File: src/rtl/fsc_pkg.sv
/*
 * Shared constants and types for the fan smoothing and core rail
 * configuration block: register offsets, field positions, reset values,
 * smoothing factors, timing counts and the supervision state type.
 * Assumes a single 250 MHz clock and an AXI4-Lite register bus.
 */
package fsc_pkg;

	// ****************************************************************
	// Clock and timing
	// ****************************************************************
	localparam int unsigned CLK_PERIOD_PS  = 4000;  // 250 MHz clock.
	localparam int unsigned SPINUP_TIME_NS = 2000;  // Fan spin-up pulse length.
	// Least time, so the cycle count rounds up.
	localparam int unsigned SPINUP_CYCLES  =
		(SPINUP_TIME_NS * 1000 + CLK_PERIOD_PS - 1) / CLK_PERIOD_PS;

	// ****************************************************************
	// Register map (byte addresses)
	// ****************************************************************
	localparam int unsigned ADDR_W     = 8;
	localparam logic [7:0]  CFG_OFFS   = 8'h10;  // Smoothing and core rail config.
	localparam logic [7:0]  LOCK_OFFS  = 8'h40;  // Config register lock.
	localparam logic [7:0]  STAT_OFFS  = 8'h44;  // Event status, write one to clear.
	localparam logic [7:0]  MASK_OFFS  = 8'h48;  // Alert mask.
	localparam logic [7:0]  LIMIT_OFFS = 8'h4c;  // Core rail low limit.

	// ****************************************************************
	// Fields and reset values
	// ****************************************************************
	localparam int unsigned SLOW_R1_BIT   = 0;
	localparam int unsigned SLOW_LOC_BIT  = 1;
	localparam int unsigned SLOW_R2_BIT   = 2;
	localparam int unsigned CORE_LOW_BIT  = 6;
	localparam int unsigned EXT_BIT       = 7;
	localparam logic [7:0]  CFG_WMASK     = 8'hc7;  // Bits 5:3 are reserved.
	localparam logic [7:0]  CFG_RESET     = 8'h00;
	localparam int unsigned LOCK_BIT      = 0;
	localparam int unsigned CORE_STAT_BIT = 1;
	localparam logic [7:0]  STAT_RESET    = 8'h00;
	localparam logic [7:0]  MASK_RESET    = 8'h00;
	localparam logic [7:0]  LIMIT_RESET   = 8'h00;

	// ****************************************************************
	// Smoothing factors
	// ****************************************************************
	localparam int unsigned SLOW_SHIFT = 2;     // Times four.
	localparam int unsigned EXTRA_NUM  = 1392;  // Plus 39.2 percent.
	localparam int unsigned EXTRA_DEN  = 1000;
	localparam int unsigned NUM_CH     = 3;

	// ****************************************************************
	// Bus responses and states
	// ****************************************************************
	localparam logic [1:0] RESP_OKAY   = 2'b00;
	localparam logic [1:0] RESP_DECERR = 2'b11;

	typedef enum logic [1:0] {FSC_RUN, FSC_LOW, FSC_SPIN} fsc_state_t;

endpackage

File: src/rtl/fsc_smooth.sv
/*
 * One channel of smoothing-time scaling: applies the slow factor and the
 * extra-slow extension to a base smoothing time and registers the result.
 * Assumes base time and enables come from logic on the same clock.
 */
`timescale 1ns/1ps
`default_nettype none

module fsc_smooth
	import fsc_pkg::*;
#(
	parameter int unsigned BASE_W = 8,
	parameter int unsigned EFF_W  = BASE_W + SLOW_SHIFT + 1
)
(
	// Clock and reset.
	input  wire logic              aclk,
	input  wire logic              aresetn,
	// Controls.
	input  wire logic [BASE_W-1:0] base_time,
	input  wire logic              slow_en,
	input  wire logic              extra_en,
	// Result.
	output logic      [EFF_W-1:0]  eff_time_q
);

	localparam int unsigned SCL_W  = BASE_W + SLOW_SHIFT;
	localparam int unsigned PROD_W = SCL_W + 11;

	logic [SCL_W-1:0]  scaled;   // After the slow factor.
	logic [PROD_W-1:0] prod;     // Scaled times the extension numerator.
	logic [EFF_W-1:0]  eff_d;    // Next registered result.

	// Exact divide by a constant costs area but keeps the figure as stated.
	assign scaled = slow_en ? {base_time, {SLOW_SHIFT{1'b0}}}
	                        : SCL_W'(base_time);
	assign prod   = PROD_W'(scaled) * PROD_W'(EXTRA_NUM);
	assign eff_d  = extra_en ? EFF_W'(prod / PROD_W'(EXTRA_DEN)) : EFF_W'(scaled);

	// Register the result so the smoothing engines see a clean value.
	always_ff @(posedge aclk)
	begin
		if (!aresetn)
			eff_time_q <= '0;
		else
			eff_time_q <= eff_d;
	end

endmodule // fsc_smooth

`default_nettype wire

File: src/rtl/fsc_top.sv
/*
 * Fan smoothing and core rail low configuration register with its AXI4-Lite
 * slave, lock, status, mask and low limit, the core rail supervision state
 * machine and per-channel smoothing scaling.
 * Assumes base smoothing times and the core rail reading come from logic on
 * aclk; standby detect and the processor-hot input are asynchronous pins.
 */
// The AXI4-Lite register port is this design's own decision.
// Function
// Remote one slow bit quadruples its smoothing
// Local slow bit quadruples its smoothing
// Remote two slow bit quadruples its smoothing
// Extra-slow bit adds 39.2 percent everywhere
// Low reaction needs mode, standby, rail low
// Entering low sets status bit one
// Entering low alerts only when unmasked
// Processor-hot ignored while rail is low
// Recovery resumes processor-hot monitoring
// Recovery runs a fan spin-up cycle
// Register resets to zero
// Lock makes the register read-only
// Core rail low drives sleep state
// Reserved bits read zero, writes ignored
`timescale 1ns/1ps
`default_nettype none

module fsc_top
	import fsc_pkg::*;
#(
	parameter int unsigned BASE_W      = 8,
	parameter int unsigned EFF_W       = BASE_W + SLOW_SHIFT + 1,
	parameter int unsigned SPIN_CYCLES = SPINUP_CYCLES
)
(
	// Clock and reset.
	input  wire logic                      aclk,
	input  wire logic                      aresetn,
	// AXI4-Lite write address and data.
	input  wire logic                      s_axi_awvalid,
	output logic                           s_axi_awready,
	input  wire logic [ADDR_W-1:0]         s_axi_awaddr,
	input  wire logic                      s_axi_wvalid,
	output logic                           s_axi_wready,
	input  wire logic [31:0]               s_axi_wdata,
	input  wire logic [3:0]                s_axi_wstrb,
	// AXI4-Lite write response.
	output logic                           s_axi_bvalid,
	input  wire logic                      s_axi_bready,
	output logic      [1:0]                s_axi_bresp,
	// AXI4-Lite read.
	input  wire logic                      s_axi_arvalid,
	output logic                           s_axi_arready,
	input  wire logic [ADDR_W-1:0]         s_axi_araddr,
	output logic                           s_axi_rvalid,
	input  wire logic                      s_axi_rready,
	output logic      [31:0]               s_axi_rdata,
	output logic      [1:0]                s_axi_rresp,
	// Monitor inputs.
	input  wire logic                      standby_power,
	input  wire logic [7:0]                core_rail_code,
	input  wire logic                      processor_hot_input,
	// Smoothing times in and scaled out.
	input  wire logic [NUM_CH*BASE_W-1:0]  base_smooth_time,
	output logic      [NUM_CH*EFF_W-1:0]   eff_smooth_time,
	// Outputs to the rest of the monitor.
	output logic                           smbus_alert_n,
	output logic                           processor_hot_active,
	output logic                           sleep_request,
	output logic                           fan_spinup
);

	// ****************************************************************
	// Input synchronisers
	// ****************************************************************
	logic stby_s1_q, stby_s2_q;  // Standby detect, two stages.
	logic hot_s1_q,  hot_s2_q;   // Processor-hot pin, two stages.

	// Pins are asynchronous to aclk; only the second stage is read.
	always_ff @(posedge aclk)
	begin
		stby_s1_q <= standby_power;
		stby_s2_q <= stby_s1_q;
		hot_s1_q  <= processor_hot_input;
		hot_s2_q  <= hot_s1_q;
	end

	// ****************************************************************
	// Bus write path
	// ****************************************************************
	logic              aw_q, w_q;         // Held address and data phases.
	logic [ADDR_W-1:0] awaddr_q;          // Held write address.
	logic [31:0]       wdata_q;           // Held write data.
	logic              wstb0_q;           // Byte lane zero strobe.
	logic              bvalid_q;          // Write response pending.
	logic [1:0]        bresp_q;           // Write response code.
	logic              do_wr;             // Write performed this cycle.
	logic              wr_cfg, wr_lock, wr_stat, wr_mask, wr_limit, wr_hit;

	assign s_axi_awready = !aw_q && !bvalid_q;
	assign s_axi_wready  = !w_q && !bvalid_q;
	assign s_axi_bvalid  = bvalid_q;
	assign s_axi_bresp   = bresp_q;
	assign do_wr         = aw_q && w_q && !bvalid_q;

	// Decode on word address; the low two bits are ignored.
	assign wr_cfg   = awaddr_q[7:2] == CFG_OFFS[7:2];
	assign wr_lock  = awaddr_q[7:2] == LOCK_OFFS[7:2];
	assign wr_stat  = awaddr_q[7:2] == STAT_OFFS[7:2];
	assign wr_mask  = awaddr_q[7:2] == MASK_OFFS[7:2];
	assign wr_limit = awaddr_q[7:2] == LIMIT_OFFS[7:2];
	assign wr_hit   = wr_cfg || wr_lock || wr_stat || wr_mask || wr_limit;

	// Address and data are caught in either order, then answered once.
	always_ff @(posedge aclk)
	begin
		if (!aresetn)
		begin
			aw_q     <= 1'b0;
			w_q      <= 1'b0;
			awaddr_q <= '0;
			wdata_q  <= '0;
			wstb0_q  <= 1'b0;
			bvalid_q <= 1'b0;
			bresp_q  <= RESP_OKAY;
		end
		else
		begin
			if (s_axi_awvalid && s_axi_awready)
			begin
				aw_q     <= 1'b1;
				awaddr_q <= s_axi_awaddr;
			end
			if (s_axi_wvalid && s_axi_wready)
			begin
				w_q     <= 1'b1;
				wdata_q <= s_axi_wdata;
				wstb0_q <= s_axi_wstrb[0];
			end
			if (do_wr)
			begin
				aw_q     <= 1'b0;
				w_q      <= 1'b0;
				bvalid_q <= 1'b1;
				bresp_q  <= wr_hit ? RESP_OKAY : RESP_DECERR;
			end
			else if (bvalid_q && s_axi_bready)
				bvalid_q <= 1'b0;
		end
	end

	// ****************************************************************
	// Registers
	// ****************************************************************
	logic [7:0] cfg_q, cfg_d;      // Smoothing and core rail config.
	logic       lock_q;            // Config register lock, sticky until reset.
	logic [7:0] stat_q, stat_d;    // Event status.
	logic [7:0] mask_q;            // Alert mask.
	logic [7:0] limit_q;           // Core rail low limit.
	logic       cfg_we, enter_low;
	logic [7:0] stat_set, stat_clr;

	// A locked register accepts the bus write but keeps its value.
	assign cfg_we = do_wr && wr_cfg && wstb0_q && !lock_q;
	// Reserved bits are never stored, so they read back as zero.
	assign cfg_d  = cfg_we ? (wdata_q[7:0] & CFG_WMASK) : cfg_q;

	assign stat_set = 8'(enter_low) << CORE_STAT_BIT;
	assign stat_clr = (do_wr && wr_stat && wstb0_q) ? wdata_q[7:0] : 8'h00;
	// A clear landing with a new event loses to the event.
	assign stat_d   = (stat_q & ~stat_clr) | stat_set;

	// Register updates.
	always_ff @(posedge aclk)
	begin
		if (!aresetn)
		begin
			cfg_q   <= CFG_RESET;
			lock_q  <= 1'b0;
			stat_q  <= STAT_RESET;
			mask_q  <= MASK_RESET;
			limit_q <= LIMIT_RESET;
		end
		else
		begin
			cfg_q  <= cfg_d;
			stat_q <= stat_d;
			if (do_wr && wr_lock && wstb0_q && wdata_q[LOCK_BIT])
				lock_q <= 1'b1;
			if (do_wr && wr_mask && wstb0_q)
				mask_q <= wdata_q[7:0];
			if (do_wr && wr_limit && wstb0_q)
				limit_q <= wdata_q[7:0];
		end
	end

	// ****************************************************************
	// Bus read path
	// ****************************************************************
	logic        rvalid_q;   // Read data pending.
	logic [31:0] rdata_q;    // Read data.
	logic [1:0]  rresp_q;    // Read response code.
	logic [7:0]  rd_mux;     // Selected register.
	logic        rd_hit;     // Read address is mapped.
	logic [5:0]  rd_word;    // Word address.

	assign s_axi_arready = !rvalid_q;
	assign s_axi_rvalid  = rvalid_q;
	assign s_axi_rdata   = rdata_q;
	assign s_axi_rresp   = rresp_q;
	assign rd_word       = s_axi_araddr[7:2];
	assign rd_hit = (rd_word == CFG_OFFS[7:2]) || (rd_word == LOCK_OFFS[7:2]) ||
	                (rd_word == STAT_OFFS[7:2]) || (rd_word == MASK_OFFS[7:2]) ||
	                (rd_word == LIMIT_OFFS[7:2]);
	assign rd_mux =
		(rd_word == CFG_OFFS[7:2])   ? cfg_q :
		(rd_word == LOCK_OFFS[7:2])  ? {7'h00, lock_q} :
		(rd_word == STAT_OFFS[7:2])  ? stat_q :
		(rd_word == MASK_OFFS[7:2])  ? mask_q :
		(rd_word == LIMIT_OFFS[7:2]) ? limit_q : 8'h00;

	// One read at a time; data follow the address by one cycle.
	always_ff @(posedge aclk)
	begin
		if (!aresetn)
		begin
			rvalid_q <= 1'b0;
			rdata_q  <= '0;
			rresp_q  <= RESP_OKAY;
		end
		else if (s_axi_arvalid && s_axi_arready)
		begin
			rvalid_q <= 1'b1;
			rdata_q  <= {24'h000000, rd_mux};
			rresp_q  <= rd_hit ? RESP_OKAY : RESP_DECERR;
		end
		else if (rvalid_q && s_axi_rready)
			rvalid_q <= 1'b0;
	end

	// ****************************************************************
	// Core rail supervision
	// ****************************************************************
	localparam int unsigned CNT_W = $clog2(SPIN_CYCLES + 1);

	fsc_state_t       state_q, state_d;  // Supervision state.
	logic [CNT_W-1:0] spin_q, spin_d;    // Spin-up cycles left.
	logic             low_now;           // Low condition this cycle.
	logic             alert_n_q;         // Alert pin, active low.
	logic             hot_q, sleep_q, spin_out_q;

	// Only acts on standby power with the mode enabled.
	assign low_now   = cfg_q[CORE_LOW_BIT] && stby_s2_q &&
	                   (core_rail_code < limit_q);
	assign enter_low = low_now && (state_q != FSC_LOW);

	// Next state: low wins over a spin-up in progress.
	always_comb
	begin
		state_d = state_q;
		spin_d  = spin_q;
		case (state_q)
			FSC_RUN:
				if (low_now)
					state_d = FSC_LOW;
			FSC_LOW:
				if (!low_now)
				begin
					state_d = FSC_SPIN;
					spin_d  = CNT_W'(SPIN_CYCLES);
				end
			FSC_SPIN:
				if (low_now)
					state_d = FSC_LOW;
				else if (spin_q <= CNT_W'(1))
					state_d = FSC_RUN;
				else
					spin_d = spin_q - CNT_W'(1);
			default:
				state_d = FSC_RUN;
		endcase
	end

	// State and registered outputs.
	always_ff @(posedge aclk)
	begin
		if (!aresetn)
		begin
			state_q    <= FSC_RUN;
			spin_q     <= '0;
			alert_n_q  <= 1'b1;
			hot_q      <= 1'b0;
			sleep_q    <= 1'b0;
			spin_out_q <= 1'b0;
		end
		else
		begin
			state_q    <= state_d;
			spin_q     <= spin_d;
			alert_n_q  <= !(stat_d[CORE_STAT_BIT] && !mask_q[CORE_STAT_BIT]);
			hot_q      <= hot_s2_q && (state_d != FSC_LOW);
			sleep_q    <= state_d == FSC_LOW;
			spin_out_q <= state_d == FSC_SPIN;
		end
	end

	assign smbus_alert_n        = alert_n_q;
	assign processor_hot_active = hot_q;
	assign sleep_request        = sleep_q;
	assign fan_spinup           = spin_out_q;

	// ****************************************************************
	// Smoothing scaling, one per temperature channel
	// ****************************************************************
	// Channel order matches slow bit order: remote one, local, remote two.
	for (genvar ch = 0; ch < NUM_CH; ch++)
	begin : g_ch
		fsc_smooth #(.BASE_W(BASE_W), .EFF_W(EFF_W)) u_smooth
		(
			.aclk       (aclk),
			.aresetn    (aresetn),
			.base_time  (base_smooth_time[ch*BASE_W +: BASE_W]),
			.slow_en    (cfg_q[ch]),
			.extra_en   (cfg_q[EXT_BIT]),
			.eff_time_q (eff_smooth_time[ch*EFF_W +: EFF_W])
		);
	end
endmodule // fsc_top

`default_nettype wire

File: config.mk
export PLATFORM = sky130hd
export DESIGN_NAME = fsc_top
export DESIGN_NICKNAME = d
export VERILOG_FILES = /design/src/rtl/fsc_pkg.sv /design/src/rtl/fsc_smooth.sv /design/src/rtl/fsc_top.sv
export SDC_FILE = /design/constraint.sdc
export NUM_CORES = 1
export LEC_CHECK = 0
export BUFFER_PORTS_ARGS = -buffer_cell sky130_fd_sc_hd__clkbuf_2
export CAP_MARGIN = 20
export CORE_AREA = 2 2 177 309
export CTS_BUF_LIST = sky130_fd_sc_hd__clkbuf_8 sky130_fd_sc_hd__clkbuf_16
export CTS_CLUSTER_SIZE = 24
export DETAILED_ROUTE_END_ITERATION = 10
export DIE_AREA = 0 0 179 311
export PLACE_DENSITY = 0.78
export SYNTH_ARGS = -nofsm -noshare
export SYNTH_HDL_FRONTEND = slang
export SYNTH_SLANG_ARGS = --single-unit
File: constraint.sdc
create_clock -name aclk -period 19.3 [get_ports aclk]
set_clock_uncertainty 0.05 [all_clocks]
set_input_delay 1.93 -clock aclk [delete_from_list [all_inputs] [get_ports aclk]]
set_output_delay 1.93 -clock aclk [all_outputs]
set_load 0.03 [all_outputs]
==> results by group <==
Drt
  • Detail Route Antenna Nets: 0
  • Vias: 28430
  • DRC: 1
  • Drt wl/cell: 20.86 um
  • DRT iter0 DRCs: 2166
  • DRT Pass-1 Iters: 8
  • Final wirelength: 86.54 mm
  • Via density: 6.853

Global routing
  • Vias in the first global route: 27520
  • Wire length of the first global-routing pass: 137.3 mm
  • Initial antenna violation count: 2
  • Pin count of the biggest net entering global routing: 67
  • GRT Overall Usage: 30.07%
  • Grt ovf: 0

Die
  • Io pins: 171
  • Die X: 179 um
  • Die H: 311 um
  • Row count: 112
  • Core box area: 0.05311 mm^2
  • Die area: 0.05567 mm^2
  • Initial Util: 49.51%

Timing
  • Final setup vio count: 0
  • Setup repair after global routing missed its margin: false
  • Maximum clock rate: 0.05512 GHz
  • Worst hold margin: 289.2 ps
  • Tightest Pin Transition: 1018 ps
  • Final setup TNS: 0 ps
  • Max Transition Viols Final: 0
  • Minimum clock period: 18140 ps
  • Slew HR: 31.15%
  • Final period utilization: 94.01%
  • Hold Vio Cnt, Final: 0

Placement
  • Port Buffer Count: 115
  • Gp weighted congestion: 1.019
  • Post-DP HPWL: 67.87 mm

Setup path
  • Critical-path top delay cell: xnor2_1
  • Arrival time worst endpoint: 18320 ps
  • Worst path max stage delay: 790 ps
  • Worst Path Max Fanout: 12
  • Worst reg-to-reg setup slack: 1880 ps
  • CP required: 19470 ps
  • Crit start category: input pin
  • Critical path start-end classification: in -> reg
  • Most frequent CP cell: inv_1
  • Crit end category: register

Final layout
  • Share of cells above drive strength 1: 15.58%
  • Fin util: 51.51%
  • Nets: 3787
  • Antenna cells: 0
  • Most frequent cells in the layout: nor2_1, nand2_1, a21oi_1
  • Most common cell after layout, fill and taps aside: nor2_1
  • Synthesis-to-finish area growth: 4.035%

Synth
  • Ys flop type: dfxtp_1
  • Sequential fraction of the synthesis area: 8.451%
  • Syn Inst Count: 3443
  • Yosys warns: 0
  • Synth Cell Area: 0.02629 mm^2
  • EDFF count, synth: 0
  • Ys async rst share: 0%
  • Syn avg cell area: 7.637 um^2
  • Synth unique cells: 182
  • Number of synthesized register bits: 111
  • Post-synth top area cell: dfxtp_1
  • Synth top area share: 8.451%
  • Synth top area cells: dfxtp_1, ha_1, nor2_1, fa_1, nand2_1

Run status
  • Failing checks: DRC
  • Run status: complete, but fails checks

Clock tree
  • Clk_lat worst skew: 380 ps
  • CTS Sinks: 111
  • # hold bufs at CTS: 0
  • Clock buffers created by TritonCTS: 9
  • TritonCTS clock tree: done
  • Root buf cell: clkbuf_16
  • # H-tree levels: 3
  • Deepest clock path buffer count: 2
  • Clock slew at reported path FFs: 80 ps

Flow run
  • Maxcap violations: 0

Min path
  • Worst Hold Class: reg -> reg
==> area by class of cell <==
| class | count | area [um^2] |
|---|---|---|
| Inverter | 160 | 600.6 |
| Clock inverter | 7 | 101.3 |
| Timing Repair Buffer | 146 | 808.3 |
| Clock buffer | 9 | 225.2 |
| Fill cell | 5210 | 25760 |
| Multi-Input combinational cell | 3032 | 22540 |
| Tap cell | 684 | 855.8 |
| Sequential cell | 111 | 2223 |
==> per-stage QoR <==
stage | setup slack (ps) | area, um^2 | std cells
after floorplan | 3877 | 26380 | 3466
after global placement | 1500 | 27020 | 4132
after detailed placement | 1250 | 27020 | 4132
after CTS | 1590 | 27340 | 4148
after global routing | 154.3 | 27360 | 4149
final | 1157 | 27360 | 4149
==> synthesized netlist by cell type, drive strengths merged, types with 26 or more instances <==
| cell type | instances |
|---|---|
| o211ai | 62 |
| and2 | 51 |
| inv | 159 |
| mux2 | 57 |
| buf | 82 |
| fa | 60 |
| xor2 | 41 |
| o21a | 39 |
| xnor2 | 120 |
| o31ai | 33 |
| nand4 | 69 |
| mux2i | 76 |
| nor2 | 343 |
| nand2b | 29 |
| dfxtp | 111 |
| and3 | 43 |
| o21ai | 185 |
| nand2 | 276 |
| nand3 | 107 |
| a31oi | 71 |
| a211oi | 73 |
| or3 | 51 |
| a21oi | 207 |
| nor3 | 136 |
| or2 | 40 |
| nor4 | 57 |
| ha | 174 |
| a211o | 26 |
| a21o | 46 |
| clkbuf | 80 |
==> flip-flops by register name, indices dropped and copies added, names as in the netlist, 2 cells and up <==
name	cells
limit_q	8
g_ch.u_smooth.eff_time_q	33
cfg_q	5
mask_q	8
spin_q	9
wdata_q	8
stat_q	8
awaddr_q	6
state_q	2
s_axi_rdata	8
==> worst max-delay path: cells and delay by family <==
| family | cells | cell delay (ps) |
|---|---|---|
| XOR/XNOR | 3 | 1430 |
| buffers and inverters | 6 | 490 |
| AND/OR/NAND/NOR | 13 | 3970 |
| AO/OA/AOI/OAI | 20 | 6820 |
| multiplexers | 2 | 760 |
| adder cells (fa/ha/maj) | 7 | 2880 |
==> worst paths after layout <==
check | startpoint | depth (start not counted) | end
worst max-delay path | base_smooth_time[16] | 51 | g_ch[2].u_smooth.eff_time_q[0]
worst min-delay path | hot_s1_q | 0 | hot_s2_q
worst min register to register | hot_s1_q | 0 | hot_s2_q
worst max register to register | cfg_q[2] | 51 | g_ch[2].u_smooth.eff_time_q[0]
==> routing by layer <==
metal  global-route usage, %  vias up  part of all wire [%]
li1                        -    13240                     -
met1                   30.74    13380                    35
met2                   54.02     1329                    50
met3                   5.633      479                   6.6
met4                   20.92        4                   7.7
met5                       0        -                 0.030
==> cells by family after synthesis <==
group           share of synthesized area (%)
simple gates                            27.20
flops                                   8.451
compound gates                          33.93
buf+inv                                 6.167
mux                                     5.463
fa+ha+maj                               13.04
other cells                           0.01426
xor+xnor                                5.734
==> repair_timing <==
action | 4_1_cts | 5_1_grt
endpoints found under the setup margin | 0 | 1
gates resized for setup | 0 | 1
buffers inserted | 0 | 0
Power is not shown: default switching activity piles up to over one toggle a cycle in this logic, so the estimate is an artifact.
